--- src/logic/mir_regs.svh ---
// register offsets, field positions and reset values of the memory/io range router
// Function
// - two independent io ranges 0 and 1, each a base and mask register pair
// - base bit 3 set sends in-range writes to memory, clear to io
// - base bit 4 set sends in-range reads to memory, clear to io
// - base address in base bits 51..12, low twelve address bits zero
// - mask bit 11 enables its pair; clear means the pair is ignored
// - mask value in mask bits 51..12, low twelve bits zero
// - io range steering and memory type combine via the fixed-range encoding table
// - low top enabled: addresses below low top go to memory
// - low top up to just below 4 GB goes to io
// - high top enabled: 4 GB up to below high top goes to memory
// - high top up to highest address goes to io
// - top registers hold 8 MB aligned bits 51..23, other bits ignored
// - low top boundary active only while configuration bit 20 is one
// - high top boundary active only while configuration bit 21 is one
// - disabled top boundary leaves its memory region routed to io
// - top ranges combine steering and memory type via the same encoding table
// - defined base and mask fields read back as written
`ifndef MIR_REGS_SVH
`define MIR_REGS_SVH
`define MIR_IDX_BASE0    3'h0
`define MIR_IDX_MASK0    3'h1
`define MIR_IDX_BASE1    3'h2
`define MIR_IDX_MASK1    3'h3
`define MIR_IDX_LOW_TOP  3'h4
`define MIR_IDX_HIGH_TOP 3'h5
`define MIR_IDX_SYS_CONF 3'h6
`define MIR_BIT_WR_MEM   3
`define MIR_BIT_RD_MEM   4
`define MIR_BIT_VALID    11
`define MIR_ADDR_HI      51
`define MIR_ADDR_LO      12
`define MIR_TOP_LO       23
`define MIR_BIT_LOW_EN   20
`define MIR_BIT_HIGH_EN  21
`define MIR_RESET_VAL    64'h0000000000000000
`define MIR_BASE_RW      64'h000FFFFFFFFFF018
`define MIR_MASK_RW      64'h000FFFFFFFFFF800
`define MIR_TOP_RW       64'h000FFFFFFF800000
`define MIR_SYS_CONF_RW  64'h0000000000300000
`define MIR_FOUR_GB      52'h0000100000000
`endif

--- src/logic/mir_pkg.sv ---
// types shared by the memory/io range router
package mir_pkg;
  typedef logic [51:0] mir_addr_t;
  typedef logic [63:0] mir_reg_t;
  typedef logic [2:0]  mir_type_t;
  typedef enum logic [2:0] {
    MIR_SEL_BASE0, MIR_SEL_MASK0, MIR_SEL_BASE1, MIR_SEL_MASK1,
    MIR_SEL_LOW_TOP, MIR_SEL_HIGH_TOP, MIR_SEL_SYS_CONF, MIR_SEL_NONE
  } mir_sel_t;
endpackage

--- src/logic/mir_range_match.sv ---
// one io range pair: hit test and steering
`timescale 1ns/1ns
`include "mir_regs.svh"
module mir_range_match (
  // range registers
  input  wire mir_pkg::mir_reg_t  base,
  input  wire mir_pkg::mir_reg_t  mask,
  // access
  input  wire mir_pkg::mir_addr_t addr,
  input  wire logic               is_write,
  // result
  output logic                    hit,
  output logic                    to_mem
);
  import mir_pkg::*;
  logic [`MIR_ADDR_HI-`MIR_ADDR_LO:0] m;
  assign m = mask[`MIR_ADDR_HI:`MIR_ADDR_LO];
  assign hit = mask[`MIR_BIT_VALID]
    && ((addr[`MIR_ADDR_HI:`MIR_ADDR_LO] & m)
        == (base[`MIR_ADDR_HI:`MIR_ADDR_LO] & m));
  assign to_mem = is_write ? base[`MIR_BIT_WR_MEM] : base[`MIR_BIT_RD_MEM];
endmodule

--- src/logic/mir_router.sv ---
// memory/io range router: registers, top-of-memory and io range routing
`timescale 1ns/1ns
`include "mir_regs.svh"
module mir_router (
  // clock and reset
  input  wire logic               core_clk,
  input  wire logic               rst,
  // register access port
  input  wire logic               reg_wr,
  input  wire logic               reg_rd,
  input  wire mir_pkg::mir_sel_t  reg_sel,
  input  wire mir_pkg::mir_reg_t  reg_wdata,
  output logic [63:0]             reg_rdata,
  // core access
  input  wire logic               acc_valid,
  input  wire logic               acc_write,
  input  wire mir_pkg::mir_addr_t acc_addr,
  input  wire mir_pkg::mir_type_t acc_type,
  // routing result
  output logic                    route_valid,
  output logic                    route_to_mem,
  output logic                    route_to_io,
  output logic                    route_reserved
);
  import mir_pkg::*;

  mir_reg_t regs_r [2];
  mir_reg_t masks_r [2];
  mir_reg_t low_top_r;
  mir_reg_t high_top_r;
  mir_reg_t sys_conf_r;
  logic [1:0] hit;
  logic [1:0] hit_mem;
  logic       io_hit;
  logic       io_mem;
  logic       low_mem;
  logic       high_mem;
  logic       to_mem_nxt;
  logic       reserved_nxt;
  logic       rd_mem;
  logic       wr_mem;
  logic [63:0] rdata_nxt;

  // register writes; reserved bits stored as zero
  always_ff @(posedge core_clk) begin
    if (rst) begin
      regs_r[0]  <= `MIR_RESET_VAL;
      regs_r[1]  <= `MIR_RESET_VAL;
      masks_r[0] <= `MIR_RESET_VAL;
      masks_r[1] <= `MIR_RESET_VAL;
      low_top_r  <= `MIR_RESET_VAL;
      high_top_r <= `MIR_RESET_VAL;
      sys_conf_r <= `MIR_RESET_VAL;
    end else if (reg_wr) begin
      unique case (reg_sel)
        MIR_SEL_BASE0:    regs_r[0]  <= reg_wdata & `MIR_BASE_RW;
        MIR_SEL_MASK0:    masks_r[0] <= reg_wdata & `MIR_MASK_RW;
        MIR_SEL_BASE1:    regs_r[1]  <= reg_wdata & `MIR_BASE_RW;
        MIR_SEL_MASK1:    masks_r[1] <= reg_wdata & `MIR_MASK_RW;
        MIR_SEL_LOW_TOP:  low_top_r  <= reg_wdata & `MIR_TOP_RW;
        MIR_SEL_HIGH_TOP: high_top_r <= reg_wdata & `MIR_TOP_RW;
        MIR_SEL_SYS_CONF: sys_conf_r <= reg_wdata & `MIR_SYS_CONF_RW;
        MIR_SEL_NONE: ;
      endcase
    end
  end

  // readback, registered so the output comes from a flip-flop
  always_comb begin
    unique case (reg_sel)
      MIR_SEL_BASE0:    rdata_nxt = regs_r[0];
      MIR_SEL_MASK0:    rdata_nxt = masks_r[0];
      MIR_SEL_BASE1:    rdata_nxt = regs_r[1];
      MIR_SEL_MASK1:    rdata_nxt = masks_r[1];
      MIR_SEL_LOW_TOP:  rdata_nxt = low_top_r;
      MIR_SEL_HIGH_TOP: rdata_nxt = high_top_r;
      MIR_SEL_SYS_CONF: rdata_nxt = sys_conf_r;
      MIR_SEL_NONE:     rdata_nxt = 64'h0;
    endcase
  end

  always_ff @(posedge core_clk) begin
    if (rst) reg_rdata <= 64'h0;
    else if (reg_rd) reg_rdata <= rdata_nxt;
  end

  // io range pairs
  genvar g;
  generate
    for (g = 0; g < 2; g++) begin : g_rng
      mir_range_match u_match (
        .base     (regs_r[g]),
        .mask     (masks_r[g]),
        .addr     (acc_addr),
        .is_write (acc_write),
        .hit      (hit[g]),
        .to_mem   (hit_mem[g])
      );
    end
  endgenerate

  // overlap is software's problem; range 0 wins as a fixed choice
  assign io_hit = |hit;
  assign io_mem = hit[0] ? hit_mem[0] : hit_mem[1];

  // top-of-memory; only bits 51..23 compared
  assign low_mem = sys_conf_r[`MIR_BIT_LOW_EN]
    && (acc_addr < `MIR_FOUR_GB)
    && (acc_addr[`MIR_ADDR_HI:`MIR_TOP_LO]
        < low_top_r[`MIR_ADDR_HI:`MIR_TOP_LO]);
  assign high_mem = sys_conf_r[`MIR_BIT_HIGH_EN]
    && (acc_addr >= `MIR_FOUR_GB)
    && (acc_addr[`MIR_ADDR_HI:`MIR_TOP_LO]
        < high_top_r[`MIR_ADDR_HI:`MIR_TOP_LO]);

  // io range overrides top-of-memory; disabled tops fall to io
  assign to_mem_nxt = io_hit ? io_mem : (low_mem | high_mem);

  // steering pair presented to the type table
  assign rd_mem = io_hit ? (hit[0] ? regs_r[0][`MIR_BIT_RD_MEM] : regs_r[1][`MIR_BIT_RD_MEM])
                         : (low_mem | high_mem);
  assign wr_mem = io_hit ? (hit[0] ? regs_r[0][`MIR_BIT_WR_MEM] : regs_r[1][`MIR_BIT_WR_MEM])
                         : (low_mem | high_mem);

  mir_type_combine u_comb (
    .mtype    (acc_type),
    .rd_mem   (rd_mem),
    .wr_mem   (wr_mem),
    .reserved (reserved_nxt)
  );

  // registered routing result, one cycle after the access
  always_ff @(posedge core_clk) begin
    if (rst) begin
      route_valid    <= 1'b0;
      route_to_mem   <= 1'b0;
      route_to_io    <= 1'b0;
      route_reserved <= 1'b0;
    end else begin
      route_valid    <= acc_valid;
      route_to_mem   <= acc_valid & to_mem_nxt;
      route_to_io    <= acc_valid & ~to_mem_nxt;
      route_reserved <= acc_valid & reserved_nxt;
    end
  end

  // checks
  a_route_excl: assert property (@(posedge core_clk) disable iff (rst)
    route_valid |-> (route_to_mem ^ route_to_io))
    else $error("route not exclusive");
  a_disabled_io: assert property (@(posedge core_clk) disable iff (rst)
    (acc_valid && !io_hit && sys_conf_r[21:20] == 2'h0) |=> route_to_io)
    else $error("disabled tops not io");
  a_range_wr: assert property (@(posedge core_clk) disable iff (rst)
    (acc_valid && acc_write && hit[0]) |=> route_to_mem == $past(regs_r[0][3]))
    else $error("write steering wrong");
  a_range_rd: assert property (@(posedge core_clk) disable iff (rst)
    (acc_valid && !acc_write && hit[0]) |=> route_to_mem == $past(regs_r[0][4]))
    else $error("read steering wrong");
  a_invalid_pair: assert property (@(posedge core_clk) disable iff (rst)
    (!masks_r[0][11]) |-> !hit[0])
    else $error("disabled pair hit");
  a_low_top_mem: assert property (@(posedge core_clk) disable iff (rst)
    (acc_valid && !io_hit && sys_conf_r[20] && acc_addr[51:32] == 20'h0
     && acc_addr[31:23] < low_top_r[31:23] && low_top_r[51:32] == 20'h0) |=> route_to_mem)
    else $error("low memory not routed to memory");
  a_below_4g_io: assert property (@(posedge core_clk) disable iff (rst)
    (acc_valid && !io_hit && acc_addr[51:32] == 20'h0
     && acc_addr[51:23] >= low_top_r[51:23]) |=> route_to_io)
    else $error("above low top not io");
  a_high_top_io: assert property (@(posedge core_clk) disable iff (rst)
    (acc_valid && !io_hit && acc_addr[51:32] != 20'h0
     && acc_addr[51:23] >= high_top_r[51:23]) |=> route_to_io)
    else $error("above high top not io");
  a_high_en: assert property (@(posedge core_clk) disable iff (rst)
    (acc_valid && !io_hit && !sys_conf_r[21] && acc_addr[51:32] != 20'h0) |=> route_to_io)
    else $error("high top used while disabled");
  a_readback: assert property (@(posedge core_clk) disable iff (rst)
    (reg_wr && reg_sel == MIR_SEL_BASE0) ##1 !reg_wr ##1 (reg_rd && reg_sel == MIR_SEL_BASE0)
    |=> reg_rdata == ($past(reg_wdata, 3) & `MIR_BASE_RW))
    else $error("base readback wrong");
  c_io_hit:   cover property (@(posedge core_clk) acc_valid && io_hit);
  c_low_mem:  cover property (@(posedge core_clk) acc_valid && low_mem);
  c_high_mem: cover property (@(posedge core_clk) acc_valid && high_mem);
  c_reserved: cover property (@(posedge core_clk) route_reserved);
  c_range1:   cover property (@(posedge core_clk) acc_valid && !hit[0] && hit[1]);

  // readback of every register, write then read with one idle cycle between
  a_readback_mask0: assert property (@(posedge core_clk) disable iff (rst)
    (reg_wr && reg_sel == MIR_SEL_MASK0) ##1 !reg_wr ##1 (reg_rd && reg_sel == MIR_SEL_MASK0)
    |=> reg_rdata == ($past(reg_wdata, 3) & `MIR_MASK_RW))
    else $error("mask 0 readback wrong");

  a_readback_base1: assert property (@(posedge core_clk) disable iff (rst)
    (reg_wr && reg_sel == MIR_SEL_BASE1) ##1 !reg_wr ##1 (reg_rd && reg_sel == MIR_SEL_BASE1)
    |=> reg_rdata == ($past(reg_wdata, 3) & `MIR_BASE_RW))
    else $error("base 1 readback wrong");

  a_readback_mask1: assert property (@(posedge core_clk) disable iff (rst)
    (reg_wr && reg_sel == MIR_SEL_MASK1) ##1 !reg_wr ##1 (reg_rd && reg_sel == MIR_SEL_MASK1)
    |=> reg_rdata == ($past(reg_wdata, 3) & `MIR_MASK_RW))
    else $error("mask 1 readback wrong");

  a_readback_low: assert property (@(posedge core_clk) disable iff (rst)
    (reg_wr && reg_sel == MIR_SEL_LOW_TOP) ##1 !reg_wr
    ##1 (reg_rd && reg_sel == MIR_SEL_LOW_TOP)
    |=> reg_rdata == ($past(reg_wdata, 3) & `MIR_TOP_RW))
    else $error("low top readback wrong");

  a_readback_high: assert property (@(posedge core_clk) disable iff (rst)
    (reg_wr && reg_sel == MIR_SEL_HIGH_TOP) ##1 !reg_wr
    ##1 (reg_rd && reg_sel == MIR_SEL_HIGH_TOP)
    |=> reg_rdata == ($past(reg_wdata, 3) & `MIR_TOP_RW))
    else $error("high top readback wrong");

  a_readback_conf: assert property (@(posedge core_clk) disable iff (rst)
    (reg_wr && reg_sel == MIR_SEL_SYS_CONF) ##1 !reg_wr
    ##1 (reg_rd && reg_sel == MIR_SEL_SYS_CONF)
    |=> reg_rdata == ($past(reg_wdata, 3) & `MIR_SYS_CONF_RW))
    else $error("configuration readback wrong");

  a_none_zero: assert property (@(posedge core_clk) disable iff (rst)
    (reg_rd && reg_sel == MIR_SEL_NONE) |=> reg_rdata == 64'h0)
    else $error("unused select not zero");

  // read data stands until the next read strobe
  a_rdata_holds: assert property (@(posedge core_clk) disable iff (rst)
    !reg_rd |=> $stable(reg_rdata))
    else $error("read data changed without read");

  a_reset_clear: assert property (@(posedge core_clk)
    $past(rst) |-> (!route_valid && reg_rdata == 64'h0))
    else $error("outputs not cleared by reset");

  // routing result framing
  a_route_idle: assert property (@(posedge core_clk) disable iff (rst)
    !route_valid |-> (!route_to_mem && !route_to_io && !route_reserved))
    else $error("route flags outside valid");

  a_route_follows: assert property (@(posedge core_clk) disable iff (rst)
    acc_valid |=> route_valid)
    else $error("access without route");

  a_route_only: assert property (@(posedge core_clk) disable iff (rst)
    !acc_valid |=> !route_valid)
    else $error("route without access");

  // range 1 steering, seen only when range 0 misses
  a_range1_wr: assert property (@(posedge core_clk) disable iff (rst)
    (acc_valid && acc_write && !hit[0] && hit[1])
    |=> route_to_mem == $past(regs_r[1][3]))
    else $error("range 1 write steering wrong");

  a_range1_rd: assert property (@(posedge core_clk) disable iff (rst)
    (acc_valid && !acc_write && !hit[0] && hit[1])
    |=> route_to_mem == $past(regs_r[1][4]))
    else $error("range 1 read steering wrong");

  a_invalid_pair1: assert property (@(posedge core_clk) disable iff (rst)
    (!masks_r[1][11]) |-> !hit[1])
    else $error("disabled pair 1 hit");

  // an address equal to the base always falls inside an enabled range
  a_base_hit0: assert property (@(posedge core_clk) disable iff (rst)
    (masks_r[0][11] && acc_addr[51:12] == regs_r[0][51:12]) |-> hit[0])
    else $error("base address missed range 0");

  a_base_hit1: assert property (@(posedge core_clk) disable iff (rst)
    (masks_r[1][11] && acc_addr[51:12] == regs_r[1][51:12]) |-> hit[1])
    else $error("base address missed range 1");

  // top-of-memory regions
  a_high_top_mem: assert property (@(posedge core_clk) disable iff (rst)
    (acc_valid && !io_hit && sys_conf_r[21] && acc_addr[51:32] != 20'h0
     && acc_addr[51:23] < high_top_r[51:23]) |=> route_to_mem)
    else $error("high memory not routed to memory");

  a_low_en: assert property (@(posedge core_clk) disable iff (rst)
    (acc_valid && !io_hit && !sys_conf_r[20] && acc_addr[51:32] == 20'h0) |=> route_to_io)
    else $error("low top used while disabled");

  // ignored and reserved bits never stored
  a_top_ignored: assert property (@(posedge core_clk) disable iff (rst)
    ((low_top_r & ~`MIR_TOP_RW) == 64'h0) && ((high_top_r & ~`MIR_TOP_RW) == 64'h0))
    else $error("ignored top bits stored");

  // steering/type table cells
  a_io_wb_resv: assert property (@(posedge core_clk) disable iff (rst)
    (acc_valid && !io_hit && !(low_mem | high_mem) && acc_type == 3'h6) |=> route_reserved)
    else $error("io write-back not flagged");

  a_mem_wp_resv: assert property (@(posedge core_clk) disable iff (rst)
    (acc_valid && !io_hit && (low_mem | high_mem) && acc_type == 3'h5) |=> route_reserved)
    else $error("memory write-protect not flagged");

  a_uc_allowed: assert property (@(posedge core_clk) disable iff (rst)
    (acc_valid && acc_type == 3'h0) |=> !route_reserved)
    else $error("uncached access flagged");
endmodule

--- src/logic/mir_type_combine.sv ---
// combines memory/io steering with memory type by the allowed-combination table
`timescale 1ns/1ns
`include "mir_regs.svh"
module mir_type_combine (
  // inputs
  input  wire mir_pkg::mir_type_t mtype,
  input  wire logic               rd_mem,
  input  wire logic               wr_mem,
  // outputs
  output logic                    reserved
);
  import mir_pkg::*;
  // reserved combos give undefined behaviour; flagged only, routing unchanged
  always_comb begin
    unique case ({rd_mem, wr_mem})
      2'h0: reserved = !(mtype inside {3'h0, 3'h1, 3'h4, 3'h5});
      2'h1: reserved = !(mtype inside {3'h0, 3'h1});
      2'h2: reserved = !(mtype inside {3'h0, 3'h5});
      default: reserved = !(mtype inside {3'h0, 3'h1, 3'h4, 3'h6});
    endcase
  end
endmodule

--- config.mk ---
export PLATFORM = sky130hd
export DESIGN_NAME = mir_router
export DESIGN_NICKNAME = d
export VERILOG_FILES = /design/src/logic/mir_pkg.sv /design/src/logic/mir_range_match.sv /design/src/logic/mir_router.sv /design/src/logic/mir_type_combine.sv
export VERILOG_INCLUDE_DIRS = /design/src /design/src/logic
export SDC_FILE = /design/constraint.sdc
export NUM_CORES = 1
export LEC_CHECK = 0
export ABC_CLOCK_PERIOD_IN_PS = 5300
export BUFFER_PORTS_ARGS = -buffer_cell sky130_fd_sc_hd__buf_2
export CAP_MARGIN = 20
export CORE_MARGIN = 10
export CORE_UTILIZATION = 50
export DETAILED_ROUTE_END_ITERATION = 10
export MAX_ROUTING_LAYER = met4
export PLACE_DENSITY = 0.71
export SLEW_MARGIN = 20
export SYNTH_ARGS = -nofsm -noshare
export SYNTH_HDL_FRONTEND = slang
export SYNTH_HIERARCHICAL = 1
export SYNTH_SLANG_ARGS = --single-unit
export TNS_END_PERCENT = 30
--- constraint.sdc ---
create_clock -name core_clk -period 5.3 [get_ports core_clk]
set_clock_uncertainty 0.05 [all_clocks]
set_input_delay 0.53 -clock core_clk [delete_from_list [all_inputs] [get_ports core_clk]]
set_output_delay 0.53 -clock core_clk [all_outputs]
set_load 0.01 [all_outputs]
# == Yosys cells after proc, flatten, opt, wreduce, memory -nomap -nowiden ==
# Memories as Yosys holds them, arrays and structs flattened.
# Cells that the tools add are included.
# totals
ff_bits,128
ram_bits,166
in_bits,128
out_inout_bits,68
word_cells,95
n_memories,2
# memory_table
memory,depth,word_bits,rd,rd_ports_with_merged_regs,wr,line_no,rtl
regs_r,2,42,2,0,2,mir_router.sv:27,mir_reg_t regs_r [2];
masks_r,2,41,2,0,2,mir_router.sv:28,mir_reg_t masks_r [2];
# classes
order_cmp,4
n_eq_ne,15
n_mux,32
n_bitwise,13
n_reduce_logical,21
# ops
op,n
case mux 64 bit (8 select lines),1
bitwise AND 40 bit,4
two-way mux 42 bit,2
two-way mux 41 bit,2
equality test 40 bit,2
< comparator 29 bit,2
"greater-or-equal comparator 52 x 33 -> 1 bit, second input constant",1
"< comparator 52 x 33 -> 1 bit, second input constant",1
two-way mux 1 bit,26
"equality test 3 bit, second input constant",7
nonzero test 4 bit,2
"equality test 3 x 1 -> 1 bit, second input constant",2
"equality test 3 x 2 -> 1 bit, second input constant",2
logical AND 1 bit,6
zero test 3 bit,2
AND reduction 2 bit,3
OR 1 bit,5
zero test 1 bit,4
nonzero test 2 bit,2
bitwise AND 1 bit,3
case mux 1 bit (3 select lines),1
"equality test 2 x 1 -> 1 bit, second input constant",1
"equality test 2 bit, second input constant",1
zero test 2 bit,1
2 further kinds,2

# == Depth between registers and ports, before layout ==
# An unclocked memory read counts as a cell.
# logic_depth
depth_word,9
ltp_mapped,12
depth_no_buf,12

# == Hierarchy ==
# Netlist, hierarchy kept.
# by_module_without_submodules
module,n_inst,cells_per_inst,area_each_um2
mir_router,1,1179,12615.8
mir_range_match,2,66,580.6
mir_type_combine,1,6,41.3

# == Least setup slack after synthesis ==
# Ideal clock, no wire load.
# synth_path
kind,input -> register
startpoint,in reg_sel[1]
endpoint,mem masks_r[0][0] (netlist name) (enable)
setup_time_ps,448
arrival_time_ps,3069
slack_ps,1733
path_stages,4
path_buffers,3
cell_sequence,clkbuf_1 -> clkbuf_1 -> buf_2 -> o21bai_1
# synth_lines
item,line_no,rtl
"start, declared",mir_router.sv:11,"input wire mir_pkg::mir_sel_t reg_sel,"
"end, declared",mir_router.sv:28,

==> metrics.txt <==
worst r2r src regs_r[0][37]; Crit. Startpoint regs_r[0][37]; Routability Congestion 0.9586; Die Y between 150 and 200 um; Int Power 3.876 mW; Hold-fix buffers, CTS 0; vias between 10000 and 15000; RSZ-0062 raised after global routing no; #FFs+latches synth roughly 270; synth unique cells a little under 60; Tcrit/Tclk final 67.92%; Inserted Clock Buffers 30; top cells by area, synth edfxtp_1 36%, dfxtp_1 16%, a21oi_1 5.1%; vias in the first global route between 10000 and 15000; Top FF cell, synth edfxtp_1; Ys Warns 6; Net Sw Frac 25.97%; Iteration-0 DRC Markers between 1000 and 1500; worst hold endpoint high_top_r[50]; Max Cap Viol 0; Post-synth top cells 166 x edfxtp_1, 140 x a21oi_1, 140 x nand2_1; Startpoint Class register; # IOs ~200; largest net degree at the start of global routing between 80 and 90; Post-Syn Area per Cell ~10 um2; FILL cells 2332; Reg power frac 47.0%; outcome finished clean; nets@finish between 1500 and 2000; vias per cell 5.887; core area 0.02710 mm2; die width 186.2 um; post-synthesis sequential area ratio 51.58%; placement row count 60; WS Path Type reg -> reg; setup TNS 0 ns; hold path startpoint reg_wdata[50]; grt ovf 0; clock-pin slew on the worst setup and hold paths ~0.07 ns; Final ANT Viol Nets 0; Post-route DRC 0; Worst-Skew Late Latency approximately 0.56 ns; delay-heaviest family, CP compound AO/OA/AOI/OAI gates; Mapped Cells 1317; First-pass DRT Iterations 7; # setup viols final 0; CTS tree done; clock network fraction of total power between 40% and 50%; # clock sinks roughly 270; Yosys top cell area share between 30 and 40%; first-pass GRT wire length 62310 um; clock buffer depth 3; relative slew slack about a quarter; min cycle time layout about 3.6 ns; worst reg2reg endpoint route_reserved; area leader, netlist edfxtp_1; Slew Limit Fails 0; switching power ~1.4 mW; setup repair bufs after CTS 0; Post-DP HPWL around 29000 um; share of cells above drive strength 1 approximately 17%; final hold vios 0; CP Capture Type register; initial antenna violation count 5; Async S/R FF share, synth 0%; H-tree levels 1; worst reg-to-reg path cell count 11; Global Route Usage Sum between 20% and 30%; CP Data Arrival Time around 4 ns; Peak Freq around 280 MHz; post-DR wirelength/cell approximately 23 um; crit-path max FO 7; Starting Density between 50% and 60%; Comb power frac 11.8%; leakage 6.127 nW; CTS Root Cell clkbuf_16; die area 0.03469 mm2; register-to-register setup slack about 1.7 ns; Tightest Pin Transition around 1.1 ns; IO Port Bufs roughly 140; CP Cell Sequence xor2_1 > a222oi_1 > nand4_1 > nor4_2 > nor2_1 > o2111ai_1 > o22ai_2 > a211o_1 > a31oi_1 > a2bb2oi_2 > and2_1; drt total wl 42420 um; hold depth 3; Area Growth Syn to Fin 14.99%; Pwr Total 5.236 mW; PwrDens 329.5 mW/mm2; Hold Path Class in -> reg; Max VDD drop 0.2396 mV; Post-synth EDFFs approximately 170; critical path buffer and inverter count 0; Req. time, crit path about 5.8 ns; most frequent cell after synthesis edfxtp_1; critical path's largest stage delay 0.64 ns; slowest CP cell nor4_2; synthesized area around 0.014 mm2; Resized cells post-CTS 0
## state kept, by name, summed over array words and instances, names as in the netlist
| name | count |
|---|---|
| high_top_r | 29 |
| low_top_r | 29 |
| masks_r | 82 |
| reg_rdata | 43 |
| regs_r | 84 |
| route_reserved | 1 |
| route_to_io | 1 |
| route_to_mem | 1 |
| route_valid | 1 |
| sys_conf_r | 2 |
## layer usage
layer / vias up / global-route usage, % / part of all wire, %
met4: 0 / 8.223 / 3.2
li1: 4945 / - / -
met5: - / - / 0
met3: 86 / 5.646 / 9.7
met1: 5267 / 30.52 / 41
met2: 523 / 38.19 / 47
## power groups by stage
stage	clock network, mW	registers (mW)	logic [mW]
finish	2.16	2.46	0.618
global route	2.27	2.47	0.666
CTS	2.18	2.46	0.610
detailed placement	0	2.50	0.604
global placement	0	2.49	0.593
floorplan	0	2.49	0.365
## worst max path at each step
stage	endpoint	cells after the start
after CTS	route_reserved	11
after detailed placement	route_reserved	12
after global placement	route_reserved	12
after global routing	route_reserved	11
final	route_reserved	11
after floorplan	masks_r[0][0]	4
## cells by family (layout without fill, tap and decap cells)
logic type / count (synthesis) / in the layout / synth area share [%]
and+or+nand+nor: 388 / 388 / 13.20
AOI/OAI and AO/OA: 294 / 294 / 14.01
DFF: 273 / 273 / 51.58
buffers and inverters: 149 / 273 / 4.690
xor gates and xnor gates: 80 / 80 / 5.071
muxes: 76 / 76 / 6.356
adders and majority gates: 56 / 56 / 5.071
other: 1 / 26 / 0.02714
## final cells by class
class	instances	area, um2	share of cell area, %
clock inverters	18	178.9	1.126
well taps	372	465.4	2.929
inverters	57	214.0	1.346
repair buffers	160	855.8	5.386
clock buffers	38	873.3	5.496
diodes	5	12.51	0.07874
flip-flops and latches	273	7127	44.85
multi-input cells	915	6163	38.79
## through the flow
| step | std cells | utilization [%] | instance area [um2] | worst slack (ns) | hold WS, ns |
|---|---|---|---|---|---|
| 2_1_floorplan | 1337 | - | 13890 | 1.733 | 0.3942 |
| 3_3_place_gp | 1777 | 54.70 | 14830 | 1.632 | 0.4090 |
| 3_5_place_dp | 1777 | 54.70 | 14830 | 1.596 | 0.4123 |
| 4_1_cts | 1833 | 58.59 | 15880 | 1.845 | 0.1729 |
| 5_1_grt | 1838 | 58.63 | 15890 | 1.606 | 0.1790 |
| 6_report | 1838 | 58.63 | 15890 | 1.700 | 0.1817 |
## worst register-to-register path, delay by kind of cell (launching register included)
| family | cells | cell delay [ns] |
|---|---|---|
| and+or+nand+nor | 4 | 1.27 |
| DFF | 1 | 0.41 |
| AOI/OAI and AO/OA | 6 | 1.65 |
| xor gates and xnor gates | 1 | 0.17 |
## placed cells by master (no fill, tap or decap), types with 60 or more instances in the layout
master    instances
buf_2           138
edfxtp_1        166
a21oi_1         140
nand2_1         140
mux2i_1          63
xor2_1           80
dfxtp_1         107
a211oi_1         60
and2_1           84
nor2_1          113
(Power assumes the default switching activity.)
